File: config.mk
export PLATFORM = sky130hd
export DESIGN_NAME = fws_host_ctrl
export DESIGN_NICKNAME = d
export VERILOG_FILES = /design/src/verilog/fws_pkg.sv /design/src/verilog/fws_cyc_if.sv /design/src/verilog/fws_host_ctrl.sv /design/src/verilog/fws_pin_cycle.sv
export SDC_FILE = /design/constraint.sdc
export NUM_CORES = 1
export LEC_CHECK = 0
export BUFFER_PORTS_ARGS = -buffer_cell sky130_fd_sc_hd__clkbuf_2
export CELL_PAD_IN_SITES_DETAIL_PLACEMENT = 1
export CELL_PAD_IN_SITES_GLOBAL_PLACEMENT = 2
export CORE_AREA = 5 5 157 219
export CTS_BUF_LIST = sky130_fd_sc_hd__clkbuf_8
export CTS_CLUSTER_SIZE = 28
export DETAILED_ROUTE_END_ITERATION = 16
export DIE_AREA = 0 0 162 224
export GPL_ROUTABILITY_DRIVEN = 1
export GPL_TIMING_DRIVEN = 1
export MAX_ROUTING_LAYER = met4
export PLACE_DENSITY_LB_ADDON = 0.3
export SLEW_MARGIN = 10
export SYNTH_ARGS = -nofsm -noshare
export SYNTH_HDL_FRONTEND = slang
export SYNTH_SLANG_ARGS = --single-unit
File: constraint.sdc
create_clock -name clk_sys -period 4.6 [get_ports clk_sys]
set_input_delay 0.69 -clock clk_sys [delete_from_list [all_inputs] [get_ports clk_sys]]
set_output_delay 0.69 -clock clk_sys [all_outputs]
set_load 0.01 [all_outputs]
File: src/verilog/fws_pkg.sv
package fws_pkg;
    // system clock
    localparam int CLK_NS = 10;
    // flash bus shape
    localparam int ADDR_W = 20;
    localparam int DATA_W = 8;
    // pin timing, in ns
    localparam int WP_NS = 45;
    localparam int RD_NS = 90;
    localparam int REC_NS = 45;
    localparam int PROT_PULSE_NS = 10000;
    localparam int HV_SETTLE_NS = 40;
    // derived cycle counts, least times rounded up
    localparam int WP_CYC = (WP_NS + CLK_NS - 1) / CLK_NS;
    localparam int RD_CYC = (RD_NS + CLK_NS - 1) / CLK_NS;
    localparam int REC_CYC = (REC_NS + CLK_NS - 1) / CLK_NS;
    localparam int PROT_CYC = (PROT_PULSE_NS + CLK_NS - 1) / CLK_NS;
    localparam int HV_SETTLE_CYC = (HV_SETTLE_NS + CLK_NS - 1) / CLK_NS;
    localparam int SYNC_STAGES = 2;
    localparam int CNT_W = 16;
    // register map
    localparam int REG_AW = 8;
    localparam logic [7:0] REG_CTRL = 8'h00;
    localparam logic [7:0] REG_ADDR = 8'h04;
    localparam logic [7:0] REG_WDATA = 8'h08;
    localparam logic [7:0] REG_STATUS = 8'h0c;
    localparam logic [7:0] REG_RDATA = 8'h10;
    localparam int HTRANS_ACT_BIT = 1;
    // control fields
    localparam int CTRL_OP_LSB = 0;
    localparam int OP_W = 4;
    localparam int CTRL_TEMP_BIT = 8;
    localparam int CTRL_RST_BIT = 9;
    localparam logic [3:0] OP_NONE = 4'h0;
    localparam logic [3:0] OP_WRITE = 4'h1;
    localparam logic [3:0] OP_READ = 4'h2;
    localparam logic [3:0] OP_POLL = 4'h3;
    localparam logic [3:0] OP_ERADD = 4'h4;
    localparam logic [3:0] OP_PROT = 4'h5;
    localparam logic [3:0] OP_UNPROT = 4'h6;
    localparam logic [3:0] OP_VERIFY = 4'h7;
    // status fields
    localparam int ST_BUSY = 0;
    localparam int ST_DONE = 1;
    localparam int ST_FAIL = 2;
    localparam int ST_REJ = 3;
    localparam int ST_READY = 4;
    localparam int ST_PROT = 5;
    // flash status byte positions
    localparam int DQ_POLL = 7;
    localparam int DQ_TOG1 = 6;
    localparam int DQ_TIMEOUT = 5;
    localparam int DQ_WINDOW = 3;
    localparam int DQ_TOG2 = 2;
    localparam int DQ_BIT0 = 0;
    // address pins used by protect modes
    localparam int A_BIT9 = 9;
    localparam int A_BIT6 = 6;
    localparam int A_BIT1 = 1;
    localparam int A_BIT0 = 0;
    // flash commands
    localparam logic [7:0] CMD_RESET = 8'hf0;
    localparam logic [7:0] CMD_SECT_ERASE = 8'h30;
endpackage

File: src/verilog/fws_cyc_if.sv
`timescale 1ns/10ps
interface fws_cyc_if #(
    parameter int ADDR_W = fws_pkg::ADDR_W,
    parameter int DATA_W = fws_pkg::DATA_W
);
    logic req;
    logic wr;
    logic longPulse;
    logic [ADDR_W-1:0] addr;
    logic [DATA_W-1:0] wdata;
    logic ack;
    logic [DATA_W-1:0] rdata;
    modport host (output req, wr, longPulse, addr, wdata, input ack, rdata);
    modport eng (input req, wr, longPulse, addr, wdata, output ack, rdata);
endinterface

File: src/verilog/fws_host_ctrl.sv
`timescale 1ns/10ps
module fws_host_ctrl #(
    parameter int ADDR_W = fws_pkg::ADDR_W,
    parameter int DATA_W = fws_pkg::DATA_W,
    parameter int PROT_CYC = fws_pkg::PROT_CYC
) (
    // clock and reset
    input wire logic clk_sys,
    input wire logic nrst,
    input wire logic clkEn,
    // ahb-lite slave
    input wire logic hsel,
    input wire logic [31:0] haddr,
    input wire logic [1:0] htrans,
    input wire logic hwrite,
    input wire logic [2:0] hsize,
    input wire logic [31:0] hwdata,
    input wire logic hready,
    output logic hreadyout,
    output logic [31:0] hrdata,
    output logic hresp,
    // flash bus pins
    output logic [ADDR_W-1:0] flashAddr,
    output logic [DATA_W-1:0] flashDqOut,
    output logic flashDqOe,
    input wire logic [DATA_W-1:0] flashDqIn,
    output logic flashCeN,
    output logic flashWeN,
    output logic flashOeN,
    output logic flashResetN,
    input wire logic flashDoneLineN,
    // high voltage level switches
    output logic hvResetEn,
    output logic hvA9En,
    output logic hvOeEn
);
    import fws_pkg::*;

    typedef enum {
        S_IDLE, S_WR, S_RD, S_P1, S_P2, S_P3, S_P4, S_RST,
        S_E1, S_E2, S_E3, S_HV, S_PULSE, S_VFY, S_DONE
    } fws_state_t;

    function automatic logic opValid(input logic [OP_W-1:0] code);
        opValid = (code >= OP_WRITE) && (code <= OP_VERIFY);
    endfunction

    function automatic logic isCyc(input fws_state_t s);
        isCyc = (s != S_IDLE) && (s != S_HV) && (s != S_DONE);
    endfunction

    fws_cyc_if #(.ADDR_W(ADDR_W), .DATA_W(DATA_W)) cyc ();

    // bus side state
    logic aPend_r, aPend_nxt;
    logic aWr_r, aWr_nxt;
    logic [REG_AW-1:0] aIdx_r, aIdx_nxt;
    logic [OP_W-1:0] ctrlOp_r, ctrlOp_nxt;
    logic tempUnprot_r, tempUnprot_nxt;
    logic hwReset_r, hwReset_nxt;
    logic [ADDR_W-1:0] addr_r, addr_nxt;
    logic [DATA_W-1:0] wdata_r, wdata_nxt;
    logic [31:0] hrdata_r, hrdata_nxt;
    // sequencer state
    fws_state_t state_r, state_nxt;
    logic [OP_W-1:0] op_r, op_nxt;
    logic t1_r, t1_nxt;
    logic [CNT_W-1:0] cnt_r, cnt_nxt;
    logic done_r, done_nxt;
    logic fail_r, fail_nxt;
    logic rej_r, rej_nxt;
    logic prot_r, prot_nxt;
    logic [DATA_W-1:0] rdata_r, rdata_nxt;
    logic rdyS1_r, rdyS1_nxt;
    logic rdyS2_r, rdyS2_nxt;
    logic hvA9_r, hvA9_nxt;
    logic hvOe_r, hvOe_nxt;

    logic addrPhase;
    logic startOp;
    logic [OP_W-1:0] startCode;
    logic busy;
    logic [31:0] statusWord;

    assign busy = (state_r != S_IDLE);
    assign addrPhase = hsel && htrans[HTRANS_ACT_BIT] && hready;
    assign startCode = hwdata[CTRL_OP_LSB +: OP_W];
    // a start while busy is dropped, not queued
    assign startOp = aPend_r && aWr_r && (aIdx_r == REG_CTRL) && !busy && opValid(startCode);
    assign hreadyout = 1'b1;
    assign hresp = 1'b0;
    assign hrdata = hrdata_r;
    assign hvResetEn = tempUnprot_r;
    assign flashResetN = !hwReset_r;
    assign hvA9En = hvA9_r;
    assign hvOeEn = hvOe_r;
    assign cyc.req = isCyc(state_r);

    always_comb begin
        statusWord = '0;
        statusWord[ST_BUSY] = busy;
        statusWord[ST_DONE] = done_r;
        statusWord[ST_FAIL] = fail_r;
        statusWord[ST_REJ] = rej_r;
        statusWord[ST_READY] = rdyS2_r;
        statusWord[ST_PROT] = prot_r;
    end

    always_comb begin
        aPend_nxt = addrPhase;
        aWr_nxt = hwrite;
        aIdx_nxt = haddr[REG_AW-1:0];
        ctrlOp_nxt = ctrlOp_r;
        tempUnprot_nxt = tempUnprot_r;
        hwReset_nxt = hwReset_r;
        addr_nxt = addr_r;
        wdata_nxt = wdata_r;
        hrdata_nxt = hrdata_r;
        if (aPend_r && aWr_r) begin
            case (aIdx_r)
                REG_CTRL: begin
                    tempUnprot_nxt = hwdata[CTRL_TEMP_BIT];
                    hwReset_nxt = hwdata[CTRL_RST_BIT];
                    if (startOp) begin
                        ctrlOp_nxt = startCode;
                    end
                end
                REG_ADDR: begin
                    if (!busy) begin
                        addr_nxt = hwdata[ADDR_W-1:0];
                    end
                end
                REG_WDATA: begin
                    if (!busy) begin
                        wdata_nxt = hwdata[DATA_W-1:0];
                    end
                end
                default: ;
            endcase
        end
        if (addrPhase && !hwrite) begin
            case (haddr[REG_AW-1:0])
                REG_CTRL: begin
                    hrdata_nxt = '0;
                    hrdata_nxt[CTRL_OP_LSB +: OP_W] = ctrlOp_r;
                    hrdata_nxt[CTRL_TEMP_BIT] = tempUnprot_r;
                    hrdata_nxt[CTRL_RST_BIT] = hwReset_r;
                end
                REG_ADDR: hrdata_nxt = 32'(addr_r);
                REG_WDATA: hrdata_nxt = 32'(wdata_r);
                REG_STATUS: hrdata_nxt = statusWord;
                REG_RDATA: hrdata_nxt = 32'(rdata_r);
                default: hrdata_nxt = '0;
            endcase
        end
    end

    always_ff @(posedge clk_sys or negedge nrst) begin
        if (!nrst) begin
            aPend_r <= 1'b0;
            aWr_r <= 1'b0;
            aIdx_r <= '0;
            ctrlOp_r <= OP_NONE;
            tempUnprot_r <= 1'b0;
            hwReset_r <= 1'b0;
            addr_r <= '0;
            wdata_r <= '0;
            hrdata_r <= '0;
        end else if (clkEn) begin
            aPend_r <= aPend_nxt;
            aWr_r <= aWr_nxt;
            aIdx_r <= aIdx_nxt;
            ctrlOp_r <= ctrlOp_nxt;
            tempUnprot_r <= tempUnprot_nxt;
            hwReset_r <= hwReset_nxt;
            addr_r <= addr_nxt;
            wdata_r <= wdata_nxt;
            hrdata_r <= hrdata_nxt;
        end
    end

    // attributes of the cycle the current state asks for
    always_comb begin
        cyc.wr = 1'b0;
        cyc.longPulse = 1'b0;
        cyc.addr = addr_r;
        cyc.wdata = wdata_r;
        case (state_r)
            S_WR: cyc.wr = 1'b1;
            S_RST: begin
                cyc.wr = 1'b1;
                cyc.wdata = CMD_RESET;
            end
            S_E2: begin
                cyc.wr = 1'b1;
                cyc.wdata = CMD_SECT_ERASE;
            end
            S_PULSE: begin
                cyc.wr = 1'b1;
                cyc.longPulse = 1'b1;
                if (op_r == OP_UNPROT) begin
                    cyc.addr[A_BIT6] = 1'b1;
                end
            end
            S_VFY: begin
                cyc.addr[A_BIT1] = 1'b1;
                cyc.addr[A_BIT0] = 1'b0;
                cyc.addr[A_BIT6] = 1'b0;
            end
            default: ;
        endcase
    end

    always_comb begin
        state_nxt = state_r;
        op_nxt = op_r;
        t1_nxt = t1_r;
        cnt_nxt = cnt_r;
        done_nxt = done_r;
        fail_nxt = fail_r;
        rej_nxt = rej_r;
        prot_nxt = prot_r;
        rdata_nxt = rdata_r;
        rdyS1_nxt = flashDoneLineN;
        rdyS2_nxt = rdyS1_r;
        if (cyc.ack) begin
            rdata_nxt = cyc.rdata;
        end
        case (state_r)
            S_IDLE: begin
                if (startOp) begin
                    op_nxt = startCode;
                    done_nxt = 1'b0;
                    fail_nxt = 1'b0;
                    rej_nxt = 1'b0;
                    prot_nxt = 1'b0;
                    cnt_nxt = CNT_W'(HV_SETTLE_CYC - 1);
                    case (startCode)
                        OP_WRITE: state_nxt = S_WR;
                        OP_READ: state_nxt = S_RD;
                        OP_POLL: state_nxt = S_P1;
                        OP_ERADD: state_nxt = S_E1;
                        OP_PROT, OP_UNPROT, OP_VERIFY: state_nxt = S_HV;
                        default: state_nxt = S_IDLE;
                    endcase
                end
            end
            S_WR, S_RD, S_RST, S_PULSE: begin
                if (cyc.ack) begin
                    state_nxt = S_DONE;
                end
            end
            S_P1, S_P3: begin
                if (cyc.ack) begin
                    t1_nxt = cyc.rdata[DQ_TOG1];
                    state_nxt = (state_r == S_P1) ? S_P2 : S_P4;
                end
            end
            S_P2: begin
                if (cyc.ack) begin
                    if (cyc.rdata[DQ_TOG1] == t1_r) begin
                        state_nxt = S_DONE;
                    end else if (cyc.rdata[DQ_TIMEOUT]) begin
                        state_nxt = S_P3;
                    end else begin
                        t1_nxt = cyc.rdata[DQ_TOG1];
                    end
                end
            end
            S_P4: begin
                // still toggling after the timeout flag: the operation failed
                if (cyc.ack) begin
                    if (cyc.rdata[DQ_TOG1] == t1_r) begin
                        state_nxt = S_DONE;
                    end else begin
                        fail_nxt = 1'b1;
                        state_nxt = S_RST;
                    end
                end
            end
            S_E1: begin
                if (cyc.ack) begin
                    if (cyc.rdata[DQ_WINDOW]) begin
                        rej_nxt = 1'b1;
                        state_nxt = S_DONE;
                    end else begin
                        state_nxt = S_E2;
                    end
                end
            end
            S_E2: begin
                if (cyc.ack) begin
                    state_nxt = S_E3;
                end
            end
            S_E3: begin
                if (cyc.ack) begin
                    rej_nxt = cyc.rdata[DQ_WINDOW];
                    state_nxt = S_DONE;
                end
            end
            S_HV: begin
                if (cnt_r == '0) begin
                    state_nxt = (op_r == OP_VERIFY) ? S_VFY : S_PULSE;
                end else begin
                    cnt_nxt = cnt_r - 1'b1;
                end
            end
            S_VFY: begin
                if (cyc.ack) begin
                    prot_nxt = cyc.rdata[DQ_BIT0];
                    state_nxt = S_DONE;
                end
            end
            S_DONE: begin
                done_nxt = 1'b1;
                state_nxt = S_IDLE;
            end
            default: state_nxt = S_IDLE;
        endcase
        // high voltage only while the special cycle is set up and runs
        hvA9_nxt = (state_nxt == S_HV) || (state_nxt == S_PULSE) || (state_nxt == S_VFY);
        hvOe_nxt = ((state_nxt == S_HV) || (state_nxt == S_PULSE)) && (op_nxt != OP_VERIFY);
    end

    always_ff @(posedge clk_sys or negedge nrst) begin
        if (!nrst) begin
            state_r <= S_IDLE;
            op_r <= OP_NONE;
            t1_r <= 1'b0;
            cnt_r <= '0;
            done_r <= 1'b0;
            fail_r <= 1'b0;
            rej_r <= 1'b0;
            prot_r <= 1'b0;
            rdata_r <= '0;
            rdyS1_r <= 1'b1;
            rdyS2_r <= 1'b1;
            hvA9_r <= 1'b0;
            hvOe_r <= 1'b0;
        end else if (clkEn) begin
            state_r <= state_nxt;
            op_r <= op_nxt;
            t1_r <= t1_nxt;
            cnt_r <= cnt_nxt;
            done_r <= done_nxt;
            fail_r <= fail_nxt;
            rej_r <= rej_nxt;
            prot_r <= prot_nxt;
            rdata_r <= rdata_nxt;
            rdyS1_r <= rdyS1_nxt;
            rdyS2_r <= rdyS2_nxt;
            hvA9_r <= hvA9_nxt;
            hvOe_r <= hvOe_nxt;
        end
    end

    fws_pin_cycle #(
        .ADDR_W(ADDR_W),
        .DATA_W(DATA_W),
        .PROT_CYC(PROT_CYC)
    ) uCyc (
        .clk_sys(clk_sys),
        .nrst(nrst),
        .clkEn(clkEn),
        .cyc(cyc),
        .pinAddr(flashAddr),
        .pinDqOut(flashDqOut),
        .pinDqOe(flashDqOe),
        .pinDqIn(flashDqIn),
        .pinCeN(flashCeN),
        .pinWeN(flashWeN),
        .pinOeN(flashOeN)
    );
endmodule

File: src/verilog/fws_pin_cycle.sv
`timescale 1ns/10ps
module fws_pin_cycle #(
    parameter int ADDR_W = fws_pkg::ADDR_W,
    parameter int DATA_W = fws_pkg::DATA_W,
    parameter int PROT_CYC = fws_pkg::PROT_CYC
) (
    // clock and reset
    input wire logic clk_sys,
    input wire logic nrst,
    input wire logic clkEn,
    // cycle requests
    fws_cyc_if.eng cyc,
    // flash pins
    output logic [ADDR_W-1:0] pinAddr,
    output logic [DATA_W-1:0] pinDqOut,
    output logic pinDqOe,
    input wire logic [DATA_W-1:0] pinDqIn,
    output logic pinCeN,
    output logic pinWeN,
    output logic pinOeN
);
    import fws_pkg::*;

    typedef enum {C_IDLE, C_SETUP, C_ACT, C_REC} fws_cyc_state_t;

    fws_cyc_state_t st_r, st_nxt;
    logic [CNT_W-1:0] cnt_r, cnt_nxt;
    logic wr_r, wr_nxt;
    logic long_r, long_nxt;
    logic [ADDR_W-1:0] addr_r, addr_nxt;
    logic [DATA_W-1:0] wdata_r, wdata_nxt;
    logic [DATA_W-1:0] rdata_r, rdata_nxt;
    logic [DATA_W-1:0] dqS1_r, dqS1_nxt;
    logic [DATA_W-1:0] dqS2_r, dqS2_nxt;
    logic ceN_r, ceN_nxt;
    logic weN_r, weN_nxt;
    logic oeN_r, oeN_nxt;
    logic dqOe_r, dqOe_nxt;

    assign cyc.ack = (st_r == C_REC) && (cnt_r == '0);
    assign cyc.rdata = rdata_r;
    assign pinAddr = addr_r;
    assign pinDqOut = wdata_r;
    assign pinDqOe = dqOe_r;
    assign pinCeN = ceN_r;
    assign pinWeN = weN_r;
    assign pinOeN = oeN_r;

    always_comb begin
        st_nxt = st_r;
        cnt_nxt = cnt_r;
        wr_nxt = wr_r;
        long_nxt = long_r;
        addr_nxt = addr_r;
        wdata_nxt = wdata_r;
        rdata_nxt = rdata_r;
        ceN_nxt = ceN_r;
        weN_nxt = weN_r;
        oeN_nxt = oeN_r;
        dqOe_nxt = dqOe_r;
        dqS1_nxt = pinDqIn;
        dqS2_nxt = dqS1_r;
        case (st_r)
            C_IDLE: begin
                if (cyc.req) begin
                    wr_nxt = cyc.wr;
                    long_nxt = cyc.longPulse;
                    addr_nxt = cyc.addr;
                    wdata_nxt = cyc.wdata;
                    dqOe_nxt = cyc.wr;
                    st_nxt = C_SETUP;
                end
            end
            C_SETUP: begin
                // oe stays high through a write and we through a read
                ceN_nxt = 1'b0;
                weN_nxt = !wr_r;
                oeN_nxt = wr_r;
                // whole-cycle strobes, far wider than any glitch filter
                if (!wr_r) begin
                    cnt_nxt = CNT_W'(RD_CYC + SYNC_STAGES - 1);
                end else if (long_r) begin
                    cnt_nxt = CNT_W'(PROT_CYC - 1);
                end else begin
                    cnt_nxt = CNT_W'(WP_CYC - 1);
                end
                st_nxt = C_ACT;
            end
            C_ACT: begin
                if (cnt_r == '0) begin
                    ceN_nxt = 1'b1;
                    weN_nxt = 1'b1;
                    oeN_nxt = 1'b1;
                    if (!wr_r) begin
                        rdata_nxt = dqS2_r;
                    end
                    cnt_nxt = CNT_W'(REC_CYC - 1);
                    st_nxt = C_REC;
                end else begin
                    cnt_nxt = cnt_r - 1'b1;
                end
            end
            C_REC: begin
                // data held past the strobe edge, released before the next cycle
                if (cnt_r == '0) begin
                    dqOe_nxt = 1'b0;
                    st_nxt = C_IDLE;
                end else begin
                    cnt_nxt = cnt_r - 1'b1;
                end
            end
            default: st_nxt = C_IDLE;
        endcase
    end

    always_ff @(posedge clk_sys or negedge nrst) begin
        if (!nrst) begin
            st_r <= C_IDLE;
            cnt_r <= '0;
            wr_r <= 1'b0;
            long_r <= 1'b0;
            addr_r <= '0;
            wdata_r <= '0;
            rdata_r <= '0;
            dqS1_r <= '0;
            dqS2_r <= '0;
            ceN_r <= 1'b1;
            weN_r <= 1'b1;
            oeN_r <= 1'b1;
            dqOe_r <= 1'b0;
        end else if (clkEn) begin
            st_r <= st_nxt;
            cnt_r <= cnt_nxt;
            wr_r <= wr_nxt;
            long_r <= long_nxt;
            addr_r <= addr_nxt;
            wdata_r <= wdata_nxt;
            rdata_r <= rdata_nxt;
            dqS1_r <= dqS1_nxt;
            dqS2_r <= dqS2_nxt;
            ceN_r <= ceN_nxt;
            weN_r <= weN_nxt;
            oeN_r <= oeN_nxt;
            dqOe_r <= dqOe_nxt;
        end
    end
endmodule

### After elaboration in Yosys (flattened, before gate mapping)

Index checks and enable logic that the tools add are counted.
W data, S select, Z words.

| word-level totals | value |
|---|---|
| register bits after elaboration | 251 |

| operators by class | value |
|---|---|
| add/sub/neg operators | 2 |
| equality and inequality tests | 57 |
| $lt $le $gt $ge | 2 |
| bitwise operators | 2 |
| reductions and logical operators | 56 |
| multiplexer cells | 60 |

Operator list:

| operator | count |
|---|---|
| $mux W32 | 13 |
| $pmux W32 S8 | 1 |
| $eq A32 B4 Y1 const B | 7 |
| $eq A32 B3 Y1 const B | 6 |
| $eq A32 B2 Y1 const B | 4 |
| $pmux W32 S4 | 1 |
| $pmux W20 S5 | 1 |
| $eq A32 B5 Y1 const B | 3 |
| $mux W16 | 5 |
| $eq A32 B1 Y1 const B | 2 |
| $logic_not A32 Y1 | 2 |
| $ne A32 B5 Y1 const B | 2 |
| $pmux W16 S3 | 1 |
| $logic_not A16 Y1 | 2 |
| $pmux W16 S2 | 1 |
| $reduce_and A4 Y1 | 8 |
| $reduce_bool A32 Y1 | 1 |
| $sub A16 B1 Y16 const B | 2 |
| $ne A2 B2 Y1 const B | 13 |
| $eq A4 B3 Y1 const B | 6 |
| $eq A8 B4 Y1 const B | 3 |
| $pmux W4 S5 | 1 |
| $mux W1 | 18 |
| $pmux W1 S2 | 9 |
| 30 further kinds | 67 |

### Depth between registers and ports, before layout

| logic depth | value |
|---|---|
| depth after elaboration | 9 |
| mapped depth | 11 |

### By module

Synthesis repeated with hierarchy kept, for this count alone.

| unflattened totals | value |
|---|---|
| cell total of the unflattened synthesis | 887 |
| area total of the unflattened synthesis | 9,720.6 sq um |

By module, submodules not included:

| module | times used | cells an instance | area an instance (sq um) |
|---|---|---|---|
| fws_host_ctrl | 1 | 617 | 6,318.6 |
| fws_pin_cycle | 1 | 270 | 3,402.0 |

### Worst setup path before layout

No wires, ideal clock.

| timing path | value |
|---|---|
| kind | reg2reg |
| start | register uCyc.cnt_r[0] |
| end | register hvA9_r, in the netlist hvA9En |
| library setup time | 0.126 ns |
| slack | 1.880 ns |
| arrival time | 2.594 ns |
| stages on the path, launching flop included | 11 |
| required time | 4.474 ns |
| path buffers | 1 |
| period minus slack after synthesis | 2.720 ns |
| path through | dfrtp_1 -> inv_1 -> ha_1 -> or3b_2 -> clkbuf_1 -> nor4_4 -> a21oi_2 -> a2111oi_4 -> nand2_1 -> and4_1 -> a221o_1 |

| between the ends | value |
|---|---|
| word-level cells in the longest chain between the ends | 7 |
| elaborated cells on any way between the ends | 14 |
| those cells by class | eq/ne: 3; mux: 7; reduce/logical: 4 |

RTL lines:

| item | RTL line | RTL |
|---|---|---|
| start: declaration | fws_pin_cycle.sv:27 | `logic [CNT_W-1:0] cnt_r, cnt_nxt;` |
| start signal: assignment | fws_pin_cycle.sv:133 | `cnt_r <= cnt_nxt;` |
| $logic_not A16 Y1 * | fws_pin_cycle.sv:40 | `assign cyc.ack = (st_r == C_REC) && (cnt_r == '0);` |
| $logic_and A1 B1 Y1 * | fws_pin_cycle.sv:40 |  |
| $mux W32, or another cell as far along | fws_host_ctrl.sv:249, fws_host_ctrl.sv:297, fws_host_ctrl.sv:310 |  |
| $pmux W32 S8 * | fws_host_ctrl.sv:229 | `case (state_r)` |
| $eq A32 B5 Y1 | fws_host_ctrl.sv:322 | `hvA9_nxt = (state_nxt == S_HV) \|\| (state_nxt == S_PULSE) \|\| (state_nxt == S_VFY);` |
| $logic_or A1 B1 Y1 | fws_host_ctrl.sv:322 |  |
| $logic_or A1 B1 Y1 * | fws_host_ctrl.sv:322 |  |
| end signal: assignment | fws_host_ctrl.sv:353 | `hvA9_r <= hvA9_nxt;` |
| end: declaration | fws_host_ctrl.sv:76 | `logic hvA9_r, hvA9_nxt;` |

Every way passes the cells marked *; elsewhere a longest branch is shown, timed or not.
A chain may end at the register's enable or synchronous reset.

### Final worst setup path

| timing path | value |
|---|---|
| start | register state_r[4] |
| end | register addr_r[2] |

| between the ends | value |
|---|---|
| word-level cells in the longest chain between the ends | 3 |

RTL lines:

| item | RTL line | RTL |
|---|---|---|
| start: declaration | fws_host_ctrl.sv:65 | `fws_state_t state_r, state_nxt;` |
| start signal: assignment | fws_host_ctrl.sv:342 | `state_r <= state_nxt;` |
| $reduce_bool A32 Y1 | fws_host_ctrl.sv:85 | `assign busy = (state_r != S_IDLE);` |
| $not A1 Y1 (no line) | -- |  |
| $reduce_and A4 Y1 (no line) | -- |  |
| end signal: assignment | fws_host_ctrl.sv:176 | `addr_r <= addr_nxt;` |
| end: declaration | fws_host_ctrl.sv:61 | `logic [ADDR_W-1:0] addr_r, addr_nxt;` |

Every way passes these cells.

==> results by group <==
Global route
  • Gr ovfl total: 0
  • Vias in the first global route: 7,878
  • First-pass GRT wire length: 43,700 µm
  • GRT Util Overall: 15.6%
  • Largest net degree at the start of global routing: 104
  • Initial antenna violation count: 0

Setup path
  • CP top delay family: simple AND/OR/NAND/NOR gates
  • Worst-path cell with the longest stage delay: or3_1
  • Crit Path Class: register to register
  • WP data required: 5.02 ns
  • CP Capture Type: register
  • CP peak stage delay: 0.60 ns
  • Arr. time, crit path: 3.71 ns
  • Crit start category: register
  • CP max FO: 11
  • Crit path cell chain: nor4_1 > nand3_1 > or3_1 > nor2_1 > and3_1 > buf_4 > mux2_2
  • Bufs and invs on worst path: 1

STA
  • Setup tns final: 0 ns
  • Skew final: 0.0156 ns
  • Worst-Margin Slew: 1.15 ns
  • Final Hold Vio Count: 0
  • Worst rel slew slack: 22.6%
  • Setup ws final: 1.31 ns
  • Max-slew violations: 0
  • Period utilisation layout: 71.5%
  • RSZ-0062 raised after global routing: false
  • Worst Hold Margin: 0.266 ns
  • Max Freq: 304 MHz
  • Setup violations, final: 0
  • Final min period: 3.29 ns

Logic synthesis
  • Cell taking the most area after synthesis: dfrtp_1
  • Main synth FF type: dfrtp_1
  • Top-area cell type share of the netlist area: 54.0%
  • Synth cell types: 67
  • Yosys Warn Count: 0
  • Sequential share of the synthesized area: 55.4%
  • Register bit total from synthesis: 209
  • Synthesized instance count: 891
  • Number of flops mapped to enable cells by yosys: 0
  • Dominant cells by area after synthesis: dfrtp_1 54%, mux2_2 8.6%, nand2_1 5.8%
  • Fraction of registers with async set or reset after synthesis: 100%
  • Syn avg cell area: 10.6 µm²
  • Mapped cell area: 9460 µm²

CTS
  • Cells resized by post-CTS repair: 0
  • Clock latency on the worst-skew pair: 0.54 ns
  • CTS tree: yes
  • Clk slew on worst S/H paths: 0.06 ns
  • CTS root buf: clkbuf_8
  • H-Tree Depth: 2
  • Clk sinks: 209
  • Hold buffers post-CTS: 0
  • Postcts setup bufs: 0
  • Total CTS buffers: 38
  • CTS max path bufs: 3

Route
  • Post-route ant nets: 0
  • Vias post-DR: 7,114
  • DRC: 0
  • Drt initial violations: 260
  • WL/cell: 19.0 µm
  • DR pass1 iterations: 5
  • Mean number of vias per cell: 4.99
  • Routed WL: 27,000 µm

Placed design
  • DP HPWL: 19,000 µm
  • Dpl cells: 1,360
  • IO buf count: 99
  • Setup WS pre-CTS: 1.27 ns
  • Final GP Congestion: 0.805

Power and ir drop
  • Leak: 0.00530 µW
  • Maximum vdd ir drop: 190 µV
  • PwrDens: 448 nW/µm²

Layout
  • Final #Nets: 1,091
  • Area of the multi-input gates: 3930 µm²
  • Ant diodes: 0
  • Area grow syn2layout: 17.3%
  • # fillers: 3,641
  • Register area: 5240 µm²
  • Post-Layout Cell Count: 1,426
  • Fraction of layout cells with a size suffix above 1: 25.4%

Floorplanning
  • Number of top-level pins: 154
  • Placeable Area: 32,200 µm²
  • Starting Density: 29.4%
  • DIE AREA: 36,300 µm²
  • Die Ht: 224 µm
  • Cell Rows: 78
  • Chip width: 162 µm

Flow run
  • Max cap viols: 0

Status
  • Run status: finished clean

Worst hold path
  • Hold Crit Class: input port to async pin
-- per-stage QoR --
step,total power (µW),utilization (%),instance area [µm²]
6_report,4970,34.4,11100
5_1_grt,5290,34.4,11100
4_1_cts,5070,34.4,11100
3_5_place_dp,3310,32.2,10400
3_3_place_gp,3290,32.2,10400
2_1_floorplan,2940,-,9500
-- worst reg2reg max path, delay by kind of cell (launching register included) --
family	cells	cell delay, ns
simple gates	5	2.12
flops	1	0.37
mux	1	0.35
buf+inv	1	0.33
-- flip-flops by register name, summed over array words and instances, names as in the netlist, 16 cells and up --
name          count
cnt_r            16
uCyc.cnt_r       16
addr_r           20
hrdata           20
state_r          32
uCyc.pinAddr     20
-- path summary, 6_finish.rpt --
kind                            slack, ns          endpoint             start  cells past startpoint
worst max register to register       1.31         addr_r[2]        state_r[4]                      7
worst min register to register       0.47  uCyc.pinAddr[13]  uCyc.pinAddr[13]                      2
min in group clk_sys                 0.38    uCyc.dqS1_r[3]      flashDqIn[3]                      2
worst max-delay path                 1.31         addr_r[2]        state_r[4]                      7
max in group asynchronous            3.31         hvResetEn              nrst                      2
worst min-delay path                 0.27   uCyc.pinAddr[2]              nrst                      1
-- synth_stat cells, types with 4 or more instances --
cell and number:
nand2b_1 4, and2_1 5, ha_1 7, nand3_1 15, and3_1 5, or3_1 6
o31ai_1 7, xnor2_1 9, nor2_1 50, dfstp_2 5, a22o_1 11, buf_2 4
nor4_1 19, dfrtp_1 204, nand4_1 4, nand2_1 147, a31oi_1 7, nor4b_1 4
a221oi_1 6, o21ai_0 67, a21oi_1 24, mux2i_1 5, nor2b_1 33, inv_1 19
clkbuf_1 31, o41ai_1 5, buf_1 5, mux2_2 72, or2_2 4, nor3_1 22
buf_4 15, or4_1 7
-- cell usage in the layout, fill, tap and decap left out, drive strengths merged, types with 7 or more instances in the layout --
| cell | n |
|---|---|
| nor2b | 33 |
| inv | 33 |
| nand2 | 147 |
| nor4 | 21 |
| a21oi | 25 |
| ha | 7 |
| o31ai | 7 |
| o21ai | 70 |
| buf | 14 |
| conb | 14 |
| nand3 | 15 |
| mux2 | 72 |
| nor2 | 50 |
| or4 | 7 |
| a31oi | 7 |
| nor3 | 24 |
| a22o | 11 |
| dfrtp | 204 |
| xnor2 | 9 |
| clkbuf | 146 |
-- layer usage --
metal	up-vias	track usage, %	share of wire [%]
li1	3351	-	-
met1	3582	17.8	41
met2	128	27.5	52
met3	53	2.78	3.8
met4	0	5.11	2.9
met5	-	-	0
-- cell families after synthesis --
kind of cell | Yosys count | share of synthesized area [%]
XOR/XNOR | 12 | 1.11
AND/OR/NAND/NOR | 341 | 18.0
other | 2 | 0.0794
flip-flops | 209 | 55.4
AO/OA/AOI/OAI | 167 | 11.7
multiplexers | 77 | 9.10
buffers and inverters | 76 | 3.74
adder cells (fa/ha/maj) | 7 | 0.926
-- where the power goes --
part / leakage (µW) / switching [µW] / internal (µW)
registers: 0.00279 / 199 / 2030
clock network: 0.000428 / 784 / 917
logic: 0.00209 / 639 / 405
-- layout make-up --
cell class                 instances  area share, %
clock buffer                      47           5.83
clock inverter                    19          0.722
inverter                          20          0.677
multi-input combinational        618           35.5
sequential                       209           47.2
tap                              400           4.51
timing repair buffer             113           5.61
No activity file was read; power rests on OpenSTA's default activity.
